$ cat config.mk
export PLATFORM = sky130hd
export DESIGN_NAME = modem_tx_ctl
export DESIGN_NICKNAME = d
export VERILOG_FILES = /design/src/modem_tx_pkg.sv /design/src/modem_tx_ctl.sv
export VERILOG_INCLUDE_DIRS = /design/src
export SDC_FILE = /design/constraint.sdc
export NUM_CORES = 1
export LEC_CHECK = 0
export ABC_AREA = 1
export BUFFER_PORTS_ARGS = -buffer_cell sky130_fd_sc_hd__clkbuf_2
export CAP_MARGIN = 25
export CORE_UTILIZATION = 35
export DETAILED_ROUTE_END_ITERATION = 10
export GPL_TIMING_DRIVEN = 0
export SLEW_MARGIN = 0
export SYNTH_ARGS = -nofsm -noshare
export SYNTH_HDL_FRONTEND = slang
export SYNTH_SLANG_ARGS = --single-unit
$ cat constraint.sdc
create_clock -name clk -period 6.6 [get_ports clk]
set_clock_uncertainty 0.05 [all_clocks]
set_input_delay 1.32 -clock clk [delete_from_list [all_inputs] [get_ports clk]]
set_output_delay 1.32 -clock clk [all_outputs]
set_load 0.01 [all_outputs]
$ cat src/modem_tx_map.svh
// Operation
// - Latch switch bank only at power-up
// - Auto mode: transmit data activity raises request
// - Auto mode: forward data after training ends
// - Auto mode: drop transmitter after idle period
// - Bell switched carrier: 10 or 33 ms
// - V.23 mode: fixed 33 ms delay
// - Constant carrier: on except while inhibited or locked out, fast clear-to-send
// - Switched carrier: request keys carrier, delayed
// - Bell soft carrier: turn-off tone ends transmission
// - Anti-streaming: cut transmitter after 30 s
// - After cutoff wait for request on-to-off
// - Duplex switch: off four-wire, on two-wire
// - Switched termination: 600 ohm only during request
// - Receiver termination switch selects 600 or high
// - Closed switch is on; defaults off except receiver
`ifndef MODEM_TX_MAP_SVH
`define MODEM_TX_MAP_SVH

`define CLK_KHZ            100000
`define CLK_HZ             100000000
`define SHORT_DELAY_MS     10
`define LONG_DELAY_MS      33
`define CONST_CTS_US       500
`define STREAM_LIMIT_S     30
`define IDLE_LIMIT_MS      20
`define SOFT_TONE_MS       10
`define BOOT_SETTLE        4'h4
`define CFG_RESET          8'h80
`define PIN_TXD            0
`define PIN_RTS            1
`define PIN_SW_LO          2
`define PIN_SW_HI          9
`define PIN_V23            10
`define PIN_W              11
`define REG_CTRL           8'h00
`define REG_STATUS         8'h04
`define CTRL_INHIBIT       0

`endif

$ cat src/modem_tx_pkg.sv
package modem_tx_pkg;

	typedef enum logic [2:0] {
		PH_IDLE    = 3'b000,
		PH_DELAY   = 3'b001,
		PH_SEND    = 3'b010,
		PH_SOFT    = 3'b011,
		PH_LOCKOUT = 3'b100
	} phase_t;

	// Bit order follows the switch bank, position 1 in bit 0
	typedef struct packed {
		logic rx_termination_select;
		logic tx_termination_switch_select;
		logic line_duplex_select;
		logic transmit_timeout_select;
		logic soft_turnoff_select;
		logic constant_carrier_select;
		logic handshake_delay_select;
		logic auto_request_select;
	} cfg_t;

	typedef struct packed {
		logic cts;
		logic carrier_on;
		logic soft_tone;
		logic data_gate;
		logic half_duplex;
		logic tx_term_600;
		logic rx_term_600;
	} line_ctl_t;

	typedef struct packed {
		logic [10:0] s1;
		logic [10:0] s2;
		logic [10:0] s3;
		logic [10:0] filt;
		logic [3:0]  boot_cnt;
		logic        cfg_done;
		cfg_t        cfg;
		logic        v23;
		phase_t      phase;
		logic [31:0] tmr;
		logic [31:0] stream_cnt;
		logic [31:0] idle_cnt;
		logic        auto_rts;
		logic        rts_prev;
		logic        txd_prev;
		logic        tx_inhibit;
		line_ctl_t   line;
		logic        pready;
		logic        pslverr;
		logic [31:0] prdata;
	} core_t;

endpackage

$ cat src/modem_tx_ctl.sv
`timescale 1ns/100ps
`default_nettype none
`include "modem_tx_map.svh"

module modem_tx_ctl #(
	parameter logic [31:0] SHORT_CYCLES  = 32'(`SHORT_DELAY_MS * `CLK_KHZ),
	parameter logic [31:0] LONG_CYCLES   = 32'(`LONG_DELAY_MS * `CLK_KHZ),
	parameter logic [31:0] CONST_LIMIT   = 32'(`CONST_CTS_US * (`CLK_KHZ / 1000)),
	parameter logic [31:0] STREAM_CYCLES = 32'(64'(`STREAM_LIMIT_S) * 64'(`CLK_HZ)),
	parameter logic [31:0] IDLE_CYCLES   = 32'(`IDLE_LIMIT_MS * `CLK_KHZ),
	parameter logic [31:0] SOFT_CYCLES   = 32'(`SOFT_TONE_MS * `CLK_KHZ)
) (
	input  wire logic                    clk,
	input  wire logic                    rst,
	input  wire logic [7:0]              config_switch_bank,
	input  wire logic                    v23_strap,
	input  wire logic                    rts_in,
	input  wire logic                    txd_in,
	output var  modem_tx_pkg::line_ctl_t line_ctl,
	input  wire logic                    psel,
	input  wire logic                    penable,
	input  wire logic                    pwrite,
	input  wire logic [7:0]              paddr,
	input  wire logic [31:0]             pwdata,
	output logic [31:0]                  prdata,
	output logic                         pready,
	output logic                         pslverr
);

	generate
		if (SHORT_CYCLES == 32'h0 || LONG_CYCLES == 32'h0 || STREAM_CYCLES == 32'h0 ||
			IDLE_CYCLES == 32'h0 || SOFT_CYCLES == 32'h0 || CONST_LIMIT < 32'h3) begin : g_bad
			$error("modem_tx_ctl: timing parameters out of range");
		end
	endgenerate

	modem_tx_pkg::core_t q_ff;
	modem_tx_pkg::core_t nxt_q;
	logic                rts_eff;
	logic                activity;
	logic                rts_fall;
	logic                soft_ok;
	logic [31:0]         dly;

	// ------------------------------------------------------------
	// Next-state logic
	// ------------------------------------------------------------
	always_comb begin
		nxt_q = q_ff;

		// Three-stage pin capture, value moves when stages 2 and 3 agree
		nxt_q.s1 = {v23_strap, config_switch_bank, rts_in, txd_in};
		nxt_q.s2 = q_ff.s1;
		nxt_q.s3 = q_ff.s2;
		nxt_q.filt = (q_ff.s2 & q_ff.s3) | (q_ff.filt & (q_ff.s2 ^ q_ff.s3));

		// Switch bank sampled once after reset settles, never again
		if (!q_ff.cfg_done) begin
			nxt_q.boot_cnt = q_ff.boot_cnt + 4'h1;
			if (q_ff.boot_cnt == `BOOT_SETTLE) begin
				nxt_q.cfg_done = 1'b1;
				nxt_q.cfg = modem_tx_pkg::cfg_t'(q_ff.filt[`PIN_SW_HI:`PIN_SW_LO]);
				nxt_q.v23 = q_ff.filt[`PIN_V23];
			end
		end

		// Any edge on transmit data counts as activity
		activity = q_ff.cfg_done && (q_ff.filt[`PIN_TXD] != q_ff.txd_prev);
		nxt_q.txd_prev = q_ff.filt[`PIN_TXD];

		// Internal request for terminals without a request line
		if (q_ff.cfg.auto_request_select && q_ff.cfg_done) begin
			if (activity) begin
				nxt_q.auto_rts = 1'b1;
				nxt_q.idle_cnt = 32'h0;
			end else if (q_ff.auto_rts) begin
				if (q_ff.idle_cnt >= IDLE_CYCLES - 32'h1) begin
					nxt_q.auto_rts = 1'b0;
					nxt_q.idle_cnt = 32'h0;
				end else begin
					nxt_q.idle_cnt = q_ff.idle_cnt + 32'h1;
				end
			end
		end else begin
			nxt_q.auto_rts = 1'b0;
			nxt_q.idle_cnt = 32'h0;
		end

		rts_eff = q_ff.cfg_done && !q_ff.tx_inhibit && (q_ff.filt[`PIN_RTS] || q_ff.auto_rts);
		nxt_q.rts_prev = rts_eff;
		rts_fall = q_ff.rts_prev && !rts_eff;

		// V.23 ignores the delay switch
		if (q_ff.v23 || q_ff.cfg.handshake_delay_select) begin
			dly = LONG_CYCLES;
		end else begin
			dly = SHORT_CYCLES;
		end

		soft_ok = !q_ff.v23 && q_ff.cfg.soft_turnoff_select && !q_ff.cfg.constant_carrier_select;

		case (q_ff.phase)
			modem_tx_pkg::PH_IDLE: begin
				nxt_q.tmr = 32'h0;
				nxt_q.stream_cnt = 32'h0;
				if (rts_eff) begin
					if (q_ff.cfg.constant_carrier_select) begin
						nxt_q.phase = modem_tx_pkg::PH_SEND;
					end else begin
						nxt_q.phase = modem_tx_pkg::PH_DELAY;
					end
				end
			end
			modem_tx_pkg::PH_DELAY: begin
				if (!rts_eff) begin
					nxt_q.phase = modem_tx_pkg::PH_IDLE;
				end else if (q_ff.tmr >= dly - 32'h1) begin
					nxt_q.phase = modem_tx_pkg::PH_SEND;
					nxt_q.stream_cnt = 32'h0;
				end else begin
					nxt_q.tmr = q_ff.tmr + 32'h1;
				end
			end
			modem_tx_pkg::PH_SEND: begin
				nxt_q.tmr = 32'h0;
				if (!rts_eff) begin
					if (soft_ok) begin
						nxt_q.phase = modem_tx_pkg::PH_SOFT;
					end else begin
						nxt_q.phase = modem_tx_pkg::PH_IDLE;
					end
				end else if (q_ff.cfg.transmit_timeout_select &&
					q_ff.stream_cnt >= STREAM_CYCLES - 32'h1) begin
					nxt_q.phase = modem_tx_pkg::PH_LOCKOUT;
				end else begin
					nxt_q.stream_cnt = q_ff.stream_cnt + 32'h1;
				end
			end
			modem_tx_pkg::PH_SOFT: begin
				if (q_ff.tmr >= SOFT_CYCLES - 32'h1) begin
					nxt_q.phase = modem_tx_pkg::PH_IDLE;
					nxt_q.tmr = 32'h0;
				end else begin
					nxt_q.tmr = q_ff.tmr + 32'h1;
				end
			end
			modem_tx_pkg::PH_LOCKOUT: begin
				if (rts_fall) begin
					nxt_q.phase = modem_tx_pkg::PH_IDLE;
				end
			end
			default: begin
				nxt_q.phase = modem_tx_pkg::PH_IDLE;
			end
		endcase

		// Clear-to-send, data gate and tone follow the next phase so they track it exactly
		nxt_q.line.cts = (nxt_q.phase == modem_tx_pkg::PH_SEND);
		nxt_q.line.data_gate = (nxt_q.phase == modem_tx_pkg::PH_SEND);
		nxt_q.line.soft_tone = (nxt_q.phase == modem_tx_pkg::PH_SOFT);
		nxt_q.line.carrier_on = (nxt_q.phase == modem_tx_pkg::PH_DELAY) ||
			(nxt_q.phase == modem_tx_pkg::PH_SEND) || (nxt_q.phase == modem_tx_pkg::PH_SOFT) ||
			(q_ff.cfg_done && q_ff.cfg.constant_carrier_select && !q_ff.tx_inhibit &&
			nxt_q.phase != modem_tx_pkg::PH_LOCKOUT);
		nxt_q.line.half_duplex = q_ff.cfg.line_duplex_select;
		if (q_ff.cfg.tx_termination_switch_select) begin
			nxt_q.line.tx_term_600 = rts_eff;
		end else begin
			nxt_q.line.tx_term_600 = 1'b1;
		end
		nxt_q.line.rx_term_600 = q_ff.cfg.rx_termination_select;

		// APB slave, answers in the first access cycle
		nxt_q.pready = psel && !penable;
		nxt_q.pslverr = 1'b0;
		if (psel && !penable) begin
			if (paddr == `REG_CTRL) begin
				nxt_q.prdata = {31'h0, q_ff.tx_inhibit};
			end else if (paddr == `REG_STATUS) begin
				nxt_q.prdata = {16'h0, q_ff.phase == modem_tx_pkg::PH_LOCKOUT, q_ff.rts_prev,
					q_ff.auto_rts, q_ff.phase, q_ff.cfg_done, q_ff.v23, q_ff.cfg};
			end else begin
				nxt_q.prdata = 32'h0;
				nxt_q.pslverr = 1'b1;
			end
		end
		if (psel && penable && q_ff.pready && pwrite && paddr == `REG_CTRL) begin
			nxt_q.tx_inhibit = pwdata[`CTRL_INHIBIT];
		end
	end

	// ------------------------------------------------------------
	// State register
	// ------------------------------------------------------------
	always_ff @(posedge clk or posedge rst) begin
		if (rst) begin
			q_ff <= '{
				s1: 11'h0, s2: 11'h0, s3: 11'h0, filt: 11'h0,
				boot_cnt: 4'h0, cfg_done: 1'b0,
				cfg: modem_tx_pkg::cfg_t'(`CFG_RESET), v23: 1'b0,
				phase: modem_tx_pkg::PH_IDLE,
				tmr: 32'h0, stream_cnt: 32'h0, idle_cnt: 32'h0,
				auto_rts: 1'b0, rts_prev: 1'b0, txd_prev: 1'b0, tx_inhibit: 1'b0,
				line: '{cts: 1'b0, carrier_on: 1'b0, soft_tone: 1'b0, data_gate: 1'b0,
					half_duplex: 1'b0, tx_term_600: 1'b1, rx_term_600: 1'b1},
				pready: 1'b0, pslverr: 1'b0, prdata: 32'h0
			};
		end else begin
			q_ff <= nxt_q;
		end
	end

	assign line_ctl = q_ff.line;
	assign prdata   = q_ff.prdata;
	assign pready   = q_ff.pready;
	assign pslverr  = q_ff.pslverr;
endmodule
`default_nettype wire

==> results of run 1 <==
where the power goes:
group	total [mW]	leakage, nW	switching (mW)	internal (mW)
logic	0.161	3.06	0.107	0.0537
clock network	1.13	0.316	0.583	0.546
registers	1.18	2.44	0.0160	1.16
total	2.47	5.81	0.706	1.76
stage by stage:
step	worst slack, ns	instances	util (%)	setup TNS, ns	instance area (sq um)
finish	4.03	1757	41.1	0	11500
global route	3.82	1757	41.1	0	11500
CTS	3.98	1757	41.1	0	11500
detailed placement	3.50	1725	38.8	0	10900
global placement	-2.04	1724	38.7	-367.65	10800
floorplan	0.206	1297	-	0	10100
kinds of logic after synthesis:
| group | share of synthesized area (%) |
|---|---|
| buffers and inverters | 9.40 |
| XOR/XNOR | 5.84 |
| adder cells (fa/ha/maj) | 2.36 |
| AO/OA/AOI/OAI | 4.44 |
| AND/OR/NAND/NOR | 31.3 |
| flip-flops | 46.1 |
| multiplexers | 0.560 |
| other | 0.0373 |
flip-flops by register name (all words and copies together), names as in the netlist:
signal and flops:
pslverr 1, nxt_q 25, q_ff 136, line_ctl 6, pready 1, prdata 16
cells in the final DEF (no fill, tap or decap), types with 8 or more instances in the layout:
cell type / n
clkbuf_16: 17
xnor2_1: 14
inv_1: 110
a21oi_1: 22
inv_12: 8
nor3_1: 33
ha_1: 19
nand4_1: 44
o21ai_0: 12
nand2_1: 381
clkbuf_1: 16
conb_1: 16
nand3_1: 85
nor2_1: 164
a21o_1: 11
xor2_1: 53
dfrtp_1: 182
clkbuf_2: 49
o21ai_1: 14
buf_2: 11
buf_4: 44
worst max-delay path by stage:
stage / from / end / slack (ns)
after floorplan: rst / line_ctl[2] / 0.21
after global placement: rst / q_ff[119] / -2.04
after detailed placement: psel / prdata[2] / 3.50
after CTS: psel / prdata[2] / 3.98
after global routing: psel / prdata[12] / 3.82
final: psel / prdata[2] / 4.03
worst register-to-register path, delay by kind of cell, from the launching register on:
family,cells,cell delay [ns]
buffers and inverters,1,0.26
DFF,1,0.46
and+or+nand+nor,10,0.96
adders and majority gates,1,0.31
AOI/OAI and AO/OA,1,0.35
layer usage:
metal / wire length, um / global-route usage [%] / share of wire (%)
met1: 11300 / 22.9 / 48
met2: 11000 / 27.5 / 47
met3: 704 / 2.69 / 3.0
met4: 303 / 5.28 / 1.3
met5: 0 / 0 / 0
area by class of cell:
cell class | instances | area [sq um] | area share (%)
Multi-Input combinational cell | 916 | 4530 | 39.3
Clock inverter | 15 | 235 | 2.04
Clock buffer | 17 | 425 | 3.69
Timing Repair Buffer | 50 | 273 | 2.37
Inverter | 120 | 458 | 3.97
Buffer | 76 | 494 | 4.29
Tap cell | 378 | 473 | 4.10
Sequential cell | 185 | 4630 | 40.2
==> run metrics, run 1 <==
Die W 171 um; Post-synth EDFFs 0; CP max-delay cell nor3_2; layout cell share with drive strength beyond 1 12.8%; leak pwr 5.81 nW; CTS Buf Count 17; fin nets 1441; FILL cells 2871; vias per cell 4.67; Hold Path Class register to register; syn_area_per_cell 7.84 sq um; clock slew at reported path FFs 0.09 ns; Total GRT Usage 16.9%; core area 28000 sq um; Post-Route WL 23200 um; antenna violations before repair 0; clk buf depth 2; reg-to-reg critical path startpoint q_ff[109]; ANT cells 0; clk_lat worst skew 0.45 ns; R2R depth 13; Max FO, Critical Path 10; die area 29400 sq um; FP Rows 61; Tcrit/Tclk final 38.9%; Port Buf Inserts 49; crit-path cells clkbuf_2 -> inv_1 -> nor2_1 -> clkinv_1 -> nor3_2 -> inv_1 -> o21ai_0; Crit. path cell count 7; Hold Path End nxt_q[169]; cell with the most instances on the worst path inv_1; Worst Path Arrival 2.87 ns; status complete, no violations; Syn Inst Count 1282; pin count of the biggest net entering global routing 96; VDD IR max 155 uV; sequential-to-total area share from yosys stat 46.1%; fin. max-slew vios 0; gr ovfl total 0; largest cells by area after synthesis dfrtp_1 45%, nand2_1 14%, nor2_1 6.1%; per-cell routed wire length 13.2 um; Pwr Density 214 nW/um^2; Worst EP required 6.90 ns; count of cell types in the netlist 42; CTS sink cnt 185; cts repair resizes 0; drt drc 0; Die Y 171 um; hold path startpoint nxt_q[180]; WP buf/inv 4; top post-synthesis cells by count 381 x nand2_1, 182 x dfrtp_1, 164 x nor2_1; IO Pins 97; worst-margin pin slew 0.665 ns; worst hold slack 0.303 ns; flops & latches, synth 185; Tmin final 2.57 ns; YS warnings 0; Reg-to-Reg End q_ff[116]; top_reg_cell synth dfrtp_1; ANT nets after route 0; Final Hold Fails 0; max frequency 390 MHz; largest area contributor in the netlist dfrtp_1; DRT Pass-1 Iters 5; Slew Limit Headroom 55.6%; root buf cell clkbuf_16; Initial Util 35.9%; crit start category input port; H-tree depth 4; Synth-to-Final Area Change 14.6%; count leader, synth nand2_1; async set-reset flop share out of synthesis 100%; max-cap violation count 0; Setup Buffers After CTS 0; Final HPWL DP 17100 um; vias in the first global route 7872; cts hold-fix bufs 0; via count 8198; CTS tree built; final RePlAce weighted congestion 0.924; final count of negative-setup-slack endpoints 0; Min-Delay Path Depth 0; drt initial violations 426; flop2flop setup slack 4.17 ns; CP Class input port to register; RSZ-0062 raised after global routing no; Post-Syn Area 10100 sq um; total power 2.47 mW; first-pass GRT wire length 39300 um; share of the synthesized area in the top cell type 45.3%; CP top delay family buffers and inverters; max incr delay on CP 0.48 ns; Crit. End Element register
Note: power is estimated with default switching activity, not from simulation.
==> run 2: changes to the inputs <==
--- a/config.mk
+++ b/config.mk
@@ -6,7 +6,7 @@
 export SDC_FILE = /design/constraint.sdc
 export NUM_CORES = 1
 export LEC_CHECK = 0
-export ABC_AREA = 1
+export ABC_AREA = 0
 export BUFFER_PORTS_ARGS = -buffer_cell sky130_fd_sc_hd__clkbuf_2
 export CAP_MARGIN = 25
 export CORE_UTILIZATION = 35
==> constraint.sdc (replaced) <==
create_clock -name clk -period 2.14 [get_ports clk]
set_clock_uncertainty 0.05 [all_clocks]
set_input_delay 0.428 -clock clk [delete_from_list [all_inputs] [get_ports clk]]
set_output_delay 0.428 -clock clk [all_outputs]
set_load 0.01 [all_outputs]
==> run metrics, run 2 <==
status finished with violations (was complete, no violations); failing checks setup timing; crit start category register (was input port); Tmin final 3.13 ns; max frequency 319 MHz; Total GRT Usage 16.7% (was 16.9%); Final Hold Fails 0 (unchanged); async set-reset flop share out of synthesis 100% (unchanged); Max FO, Critical Path 7 (was 10); CP Class register to register (was input port to register); Worst EP required 2.45 ns (was 6.90 ns); RSZ-0062 raised after global routing yes (was no); syn_area_per_cell 10.4 sq um (was 7.84 sq um); Port Buf Inserts 49 (unchanged); YS warnings 0 (unchanged); Sw Ratio 33.3% (was 28.6%); max reg flops 136 (unchanged); Biggest register q_ff (unchanged); Pwr Density 854 nW/um^2 (was 214 nW/um^2); vias in the first global route 6647 (was 7872); top_reg_cell synth dfrtp_1 (unchanged); layout cell share with drive strength beyond 1 31.4% (was 12.8%); Hold Path Class input port to register (was register to register); worst-margin pin slew 0.816 ns (was 0.665 ns); root buf cell clkbuf_16 (unchanged); core area 24500 sq um (was 28000 sq um); Post-Syn Area 8800 sq um (was 10100 sq um); fin. max-slew vios 0 (unchanged); Syn Inst Count 843 (was 1282); Initial Util 36.0% (was 35.9%); drt drc 0 (unchanged); die area 25800 sq um (was 29400 sq um); CTS sink cnt 185 (unchanged); fin nets 1050 (was 1441); DRT Pass-1 Iters 5 (unchanged); ANT cells 0 (unchanged); Die W 161 um (was 171 um); per-cell routed wire length 15.8 um (was 13.2 um); largest area contributor in the netlist dfrtp_1 (unchanged); Int Power 6.48 mW (was 1.76 mW); drt initial violations 481 (was 426); pre-CTS setup slack -1.44 ns (was 3.50 ns); multi-input logic area 4270 sq um (was 4530 sq um); IO Pins 97 (unchanged); post-route setup slack -0.992 ns (was 4.03 ns); clock slew at reported path FFs 0.09 ns (about the same); CTS Buf Count 17 (unchanged); Worst Path Arrival 3.44 ns (was 2.87 ns); clk buf depth 2 (unchanged); antenna violations before repair 0 (unchanged); leak pwr 4.88 nW (was 5.81 nW); gr ovfl total 0 (unchanged); Final HPWL DP 13500 um (was 17100 um); FP Rows 57 (was 61); most frequent cells in the layout 179 x dfrtp_1, 69 x buf_4, 55 x clkbuf_2, 55 x nand2_1, 49 x nor2_1 (was 381 x nand2_1, 182 x dfrtp_1, 164 x nor2_1); Die Y 161 um (was 171 um); Post-Route WL 20700 um (was 23200 um); Sequential Power Share 38.8% (was 47.7%); vias per cell 5.20 (was 4.67); Tcrit/Tclk final 146%; final RePlAce weighted congestion 0.855 (was 0.924); via count 6827 (was 8198); top post-synthesis cells by count 182 x dfrtp_1, 56 x nand2_1, 55 x nor2_1 (was 381 x nand2_1, 182 x dfrtp_1, 164 x nor2_1); CTS tree built (unchanged); switching power 3.23 mW (was 0.706 mW); combinational cell fraction of total power 26.6% (was 6.5%); ANT nets after route 0 (unchanged); final count of negative-setup-slack endpoints 68 (was 0); commonest non-fill, non-tap cell in the layout dfrtp_1 (was nand2_1); TNS Setup -53.07 ns (was 0 ns); flops & latches, synth 185 (unchanged); Post-synth EDFFs 0 (unchanged); Clk network pwr share 34.6% (was 45.8%); Slew Limit Headroom 45.6% (was 55.6%); sequential-to-total area share from yosys stat 52.6% (was 46.1%); Synth-to-Final Area Change 29.2% (was 14.6%); VDD IR max 455 uV (was 155 uV); Crit. End Element register (unchanged); H-tree depth 4 (unchanged); share of the synthesized area in the top cell type 51.7% (was 45.3%); count leader, synth dfrtp_1 (was nand2_1); largest cells by area after synthesis dfrtp_1 52%, buf_4 3.3%, ha_1 2.7% (was dfrtp_1 45%, nand2_1 14%, nor2_1 6.1%); first-pass GRT wire length 34300 um (was 39300 um); FF/Latch Area 4640 sq um (was 4630 sq um); clk_lat worst skew 0.44 ns (was 0.45 ns); count of cell types in the netlist 66 (was 42); max-cap violation count 0 (unchanged); FILL cells 2249 (was 2871); pin count of the biggest net entering global routing 40 (was 96)
==> run 2: cell count changes in the layout (fill, tap and decap cells not counted), sizes merged, moves of 17 or more <==
cell	change
nand3	-47
xor2	-48
a21oi	+20
buf	+36
and2	+25
nor2	-116
mux2i	+17
inv	-89
nor3	-23
a211oi	+19
nand2	-331
==> run 2: kinds of logic (layout without fill, tap and decap cells) <==
kind of cell               count (synthesis)  in the layout  synth area share (%)
buffers and inverters                    108            237                  6.34
AOI/OAI and AO/OA                        181            182                  14.5
muxes                                     30             30                  3.60
adders and majority gates                 19             19                  2.70
xor gates and xnor gates                  29             29                  2.88
DFF                                      185            185                  52.6
and+or+nand+nor                          290            290                  17.4
other                                      1             16                0.0426
==> run 2: power groups by stage <==
stage | clock network [mW] | registers, mW | logic (mW)
2_1_floorplan | 0 | 3.80 | 1.26
3_3_place_gp | 0 | 3.83 | 1.75
3_5_place_dp | 0 | 3.83 | 1.78
4_1_cts | 3.43 | 3.77 | 2.45
5_1_grt | 3.56 | 3.79 | 2.81
6_report | 3.36 | 3.77 | 2.59
==> run 2: worst paths after layout <==
check                                      start  slack, ns  cells past startpoint         end
max                                    q_ff[144]      -0.99                     10   q_ff[101]
min                        config_switch_bank[4]       0.03                      1  nxt_q[186]
max in group asynchronous                    rst       0.59                      6   q_ff[146]
max reg2reg                            q_ff[144]      -0.99                     10   q_ff[101]
min reg2reg                           nxt_q[190]       0.30                      0  nxt_q[179]
min in group asynchronous                    rst       0.41                      3  nxt_q[177]
==> run 2: cell type report <==
cell class                 instances  area share [%]
tap                              324            3.56
sequential                       185            40.8
clock inverter                    15            1.87
timing repair buffer              98            6.74
inverter                          30            1.04
clock buffer                      17            3.74
multi-input combinational        566            37.6
buffer                            77            4.73
==> run 2: routing by layer <==
metal  vias to the layer above  GRT usage, %  part of all wire, %
li1                       3279             -                    -
met1                      3353          23.0                   47
met2                       161          26.6                   47
met3                        34          2.69                  3.7
met4                         0          5.67                  1.9
met5                         -             0                    0
==> run 2: metrics by stage <==
| step | cell area, sq um | hold slack [ns] | cells | power, mW | util, % |
|---|---|---|---|---|---|
| floorplan | 9070 | 0.281 | 858 | 5.05 | - |
| global route | 11400 | 0.0183 | 1312 | 10.2 | 46.5 |
| detailed placement | 9820 | 0.286 | 1236 | 5.62 | 40.2 |
| CTS | 11100 | 0.0163 | 1300 | 9.65 | 45.2 |
| finish | 11400 | 0.0336 | 1312 | 9.71 | 46.5 |
| global placement | 9720 | 0.285 | 1231 | 5.58 | 39.7 |
==> run 2: repair_timing <==
| action | CTS | global route |
|---|---|---|
| setup endpoints to repair | 91 | 97 |
| pin swaps | 25 | 30 |
| resized for setup | 85 | 71 |
| cloned | 4 | 1 |
| buffers inserted | 28 | 12 |
| hold endpoints to repair | 10 | 0 |
| hold buffers | 1 | 0 |
==> run 2: critical path: stages (launching register included) <==
cell	delay (ns)
dfrtp_2	0.44
nor2_4	0.16
inv_4	0.08
ha_4	0.26
nand4_1	0.15
or4_1	0.43
a311o_2	0.39
a41oi_4	0.31
o21ai_4	0.14
or4_1	0.51
a21oi_2	0.14
==> run 3: changes to the inputs <==
--- a/config.mk
+++ b/config.mk
@@ -12,6 +12,8 @@
 export CORE_UTILIZATION = 35
 export DETAILED_ROUTE_END_ITERATION = 10
 export GPL_TIMING_DRIVEN = 0
+export SETUP_SLACK_MARGIN = 0.3
+export SKIP_LAST_GASP = 1
 export SLEW_MARGIN = 0
 export SYNTH_ARGS = -nofsm -noshare
 export SYNTH_HDL_FRONTEND = slang
==> run metrics, run 3 (synthesized netlist as in run 2, its figures left out) <==
status finished with violations (unchanged); Pwr Density 810 nW/um^2 (was 854 nW/um^2); clock slew at reported path FFs 0.08 ns (was 0.09 ns); Reg-to-Reg End q_ff[96] (was q_ff[101]); Total GRT Usage 17.1% (was 16.7%); per-cell routed wire length 16.2 um (was 15.8 um); flop2flop setup slack -1.03 ns (was -0.99 ns); ANT cells 0 (unchanged); cts hold-fix bufs 0 (was 1); antenna violations before repair 0 (unchanged); CTS Buf Count 17 (unchanged); Synth-to-Final Area Change 32.3% (was 29.2%); worst-margin pin slew 1.31 ns (was 0.816 ns); first-pass GRT wire length 35600 um (was 34300 um); switching power 3.15 mW (was 3.23 mW); VDD IR max 638 uV (was 455 uV); Initial Util 36.0% (unchanged); drt initial violations 482 (was 481); Final Hold Fails 0 (unchanged); drt drc 0 (unchanged); failing checks setup timing (unchanged); max reg flops 136 (unchanged); clk buf depth 2 (unchanged); Sw Ratio 33.3% (about the same); Die W 161 um (unchanged); Die Y 161 um (unchanged); commonest non-fill, non-tap cell in the layout dfrtp_1 (unchanged); TNS Setup -56.02 ns (was -53.07 ns); max-cap violation count 0 (unchanged); CTS tree built (unchanged); final count of negative-setup-slack endpoints 68 (unchanged); FP Rows 57 (unchanged); Slew Limit Headroom 12.9% (was 45.6%); combinational cell fraction of total power 25.6% (was 26.6%); max frequency 316 MHz (was 319 MHz); Tcrit/Tclk final 148% (was 146%); CTS sink cnt 185 (unchanged); Int Power 6.29 mW (was 6.48 mW); Tmin final 3.17 ns (was 3.13 ns); leak pwr 5.06 nW (was 4.88 nW); vias in the first global route 6903 (was 6647); root buf cell clkbuf_16 (unchanged); FILL cells 2220 (was 2249); H-tree depth 4 (unchanged); fin nets 1067 (was 1050); fin. max-slew vios 0 (unchanged); final RePlAce weighted congestion 0.834 (was 0.855); most frequent cells in the layout 175 x dfrtp_1, 84 x buf_4, 65 x clkbuf_2 (was 179 x dfrtp_1, 69 x buf_4, 55 x clkbuf_2, 55 x nand2_1, 49 x nor2_1); via count 6914 (was 6827); Port Buf Inserts 49 (unchanged); post-route setup slack -1.03 ns (was -0.992 ns); Post-Route WL 21600 um (was 20700 um); R2R depth 11 (was 10); gr ovfl total 0 (unchanged); Worst EP required 2.45 ns (about the same); die area 25800 sq um (unchanged); layout cell share with drive strength beyond 1 34.6% (was 31.4%); vias per cell 5.20 (about the same); core area 24500 sq um (unchanged); pre-CTS setup slack -1.41 ns (was -1.44 ns); clk_lat worst skew 0.44 ns (about the same); RSZ-0062 raised after global routing yes (unchanged); reg-to-reg critical path startpoint q_ff[144] (unchanged); crit start category register (unchanged); Clk network pwr share 34.4% (was 34.6%); IO Pins 97 (unchanged); Crit. End Element register (unchanged); Worst Path Arrival 3.48 ns (was 3.44 ns); CP Class register to register (unchanged); Max FO, Critical Path 7 (unchanged); DRT Pass-1 Iters 5 (unchanged); pin count of the biggest net entering global routing 41 (was 40); Hold Path Class input port to asynchronous set/reset pin (was input port to register); Final HPWL DP 14000 um (was 13500 um); ANT nets after route 0 (unchanged); Biggest register q_ff (unchanged); Sequential Power Share 39.9% (was 38.8%)
run 3: changes by cell type in the layout (fill, tap and decap cells not counted), sizes merged:
cell         previous run  this run
bufinv                  1         0
buf                    97       110
inv                    38        36
clkbuf                 94       100
dlygate4sd3             1         0
clkinv                  5         7
run 3: timing repair:
item                                    in CTS  in global routing
gates cloned                                 4                  2
buffers inserted                            38                 17
endpoints found under the setup margin     115                110
pin swaps                                   32                 25
gates resized for setup                    105                 50
run 3: worst max-delay path by stage:
stage                     depth (start not counted)        end      start  slack (ns)
after detailed placement                         11  q_ff[102]  q_ff[144]       -1.41
final                                            11   q_ff[96]  q_ff[144]       -1.03
after global placement                            2  q_ff[126]        rst       -1.93
after floorplan                                  10  q_ff[101]  q_ff[146]       -0.76
after CTS                                        11   q_ff[96]  q_ff[144]       -1.01
after global routing                             11   q_ff[96]  q_ff[144]       -1.16
run 3: worst max-delay path: stages (launching register included):
cell	delay (ns)
dfrtp_2	0.43
nor2_4	0.14
inv_4	0.07
ha_4	0.27
nand4_1	0.16
or4_1	0.43
a311o_2	0.39
a41oi_4	0.33
o21ai_4	0.15
buf_6	0.15
or4_1	0.39
a21oi_1	0.13
run 3: per-layer routing:
metal	GRT usage (%)	share of wire (%)	vias up
li1	-	-	3319
met1	23.6	46	3435
met2	27.8	49	139
met3	3.05	3.7	21
met4	4.59	1.1	0
met5	0	0	-
run 3: through the flow:
| step | hold WS [ns] | instances | total power [mW] | cell area (sq um) | util [%] |
|---|---|---|---|---|---|
| 2_1_floorplan | 0.281 | 858 | 5.09 | 9170 | - |
| 3_3_place_gp | 0.284 | 1231 | 5.60 | 9820 | 40.1 |
| 3_5_place_dp | 0.286 | 1236 | 5.63 | 9920 | 40.6 |
| 4_1_cts | 0.0140 | 1310 | 9.34 | 11300 | 46.4 |
| 5_1_grt | 0.0118 | 1329 | 9.89 | 11600 | 47.6 |
| 6_report | 0.0123 | 1329 | 9.44 | 11600 | 47.6 |
run 3: layout make-up:
class                   count  area, sq um  share of cell area, %
plain buffers              78          617                   5.29
clock buffers              18          439                   3.77
clock inverters            14          185                   1.59
inverters                  30          119                   1.02
multi-input cells         566         4350                   37.3
flip-flops and latches    185         4640                   39.8
well taps                 324          405                   3.48
repair buffers            114          896                   7.69
run 3: power groups by stage:
| stage | combinational [mW] | sequential (mW) | clock (mW) |
|---|---|---|---|
| after floorplan | 1.29 | 3.80 | 0 |
| after global placement | 1.77 | 3.83 | 0 |
| after detailed placement | 1.80 | 3.83 | 0 |
| after CTS | 2.24 | 3.77 | 3.34 |
| after global routing | 2.61 | 3.79 | 3.48 |
| final | 2.42 | 3.77 | 3.25 |
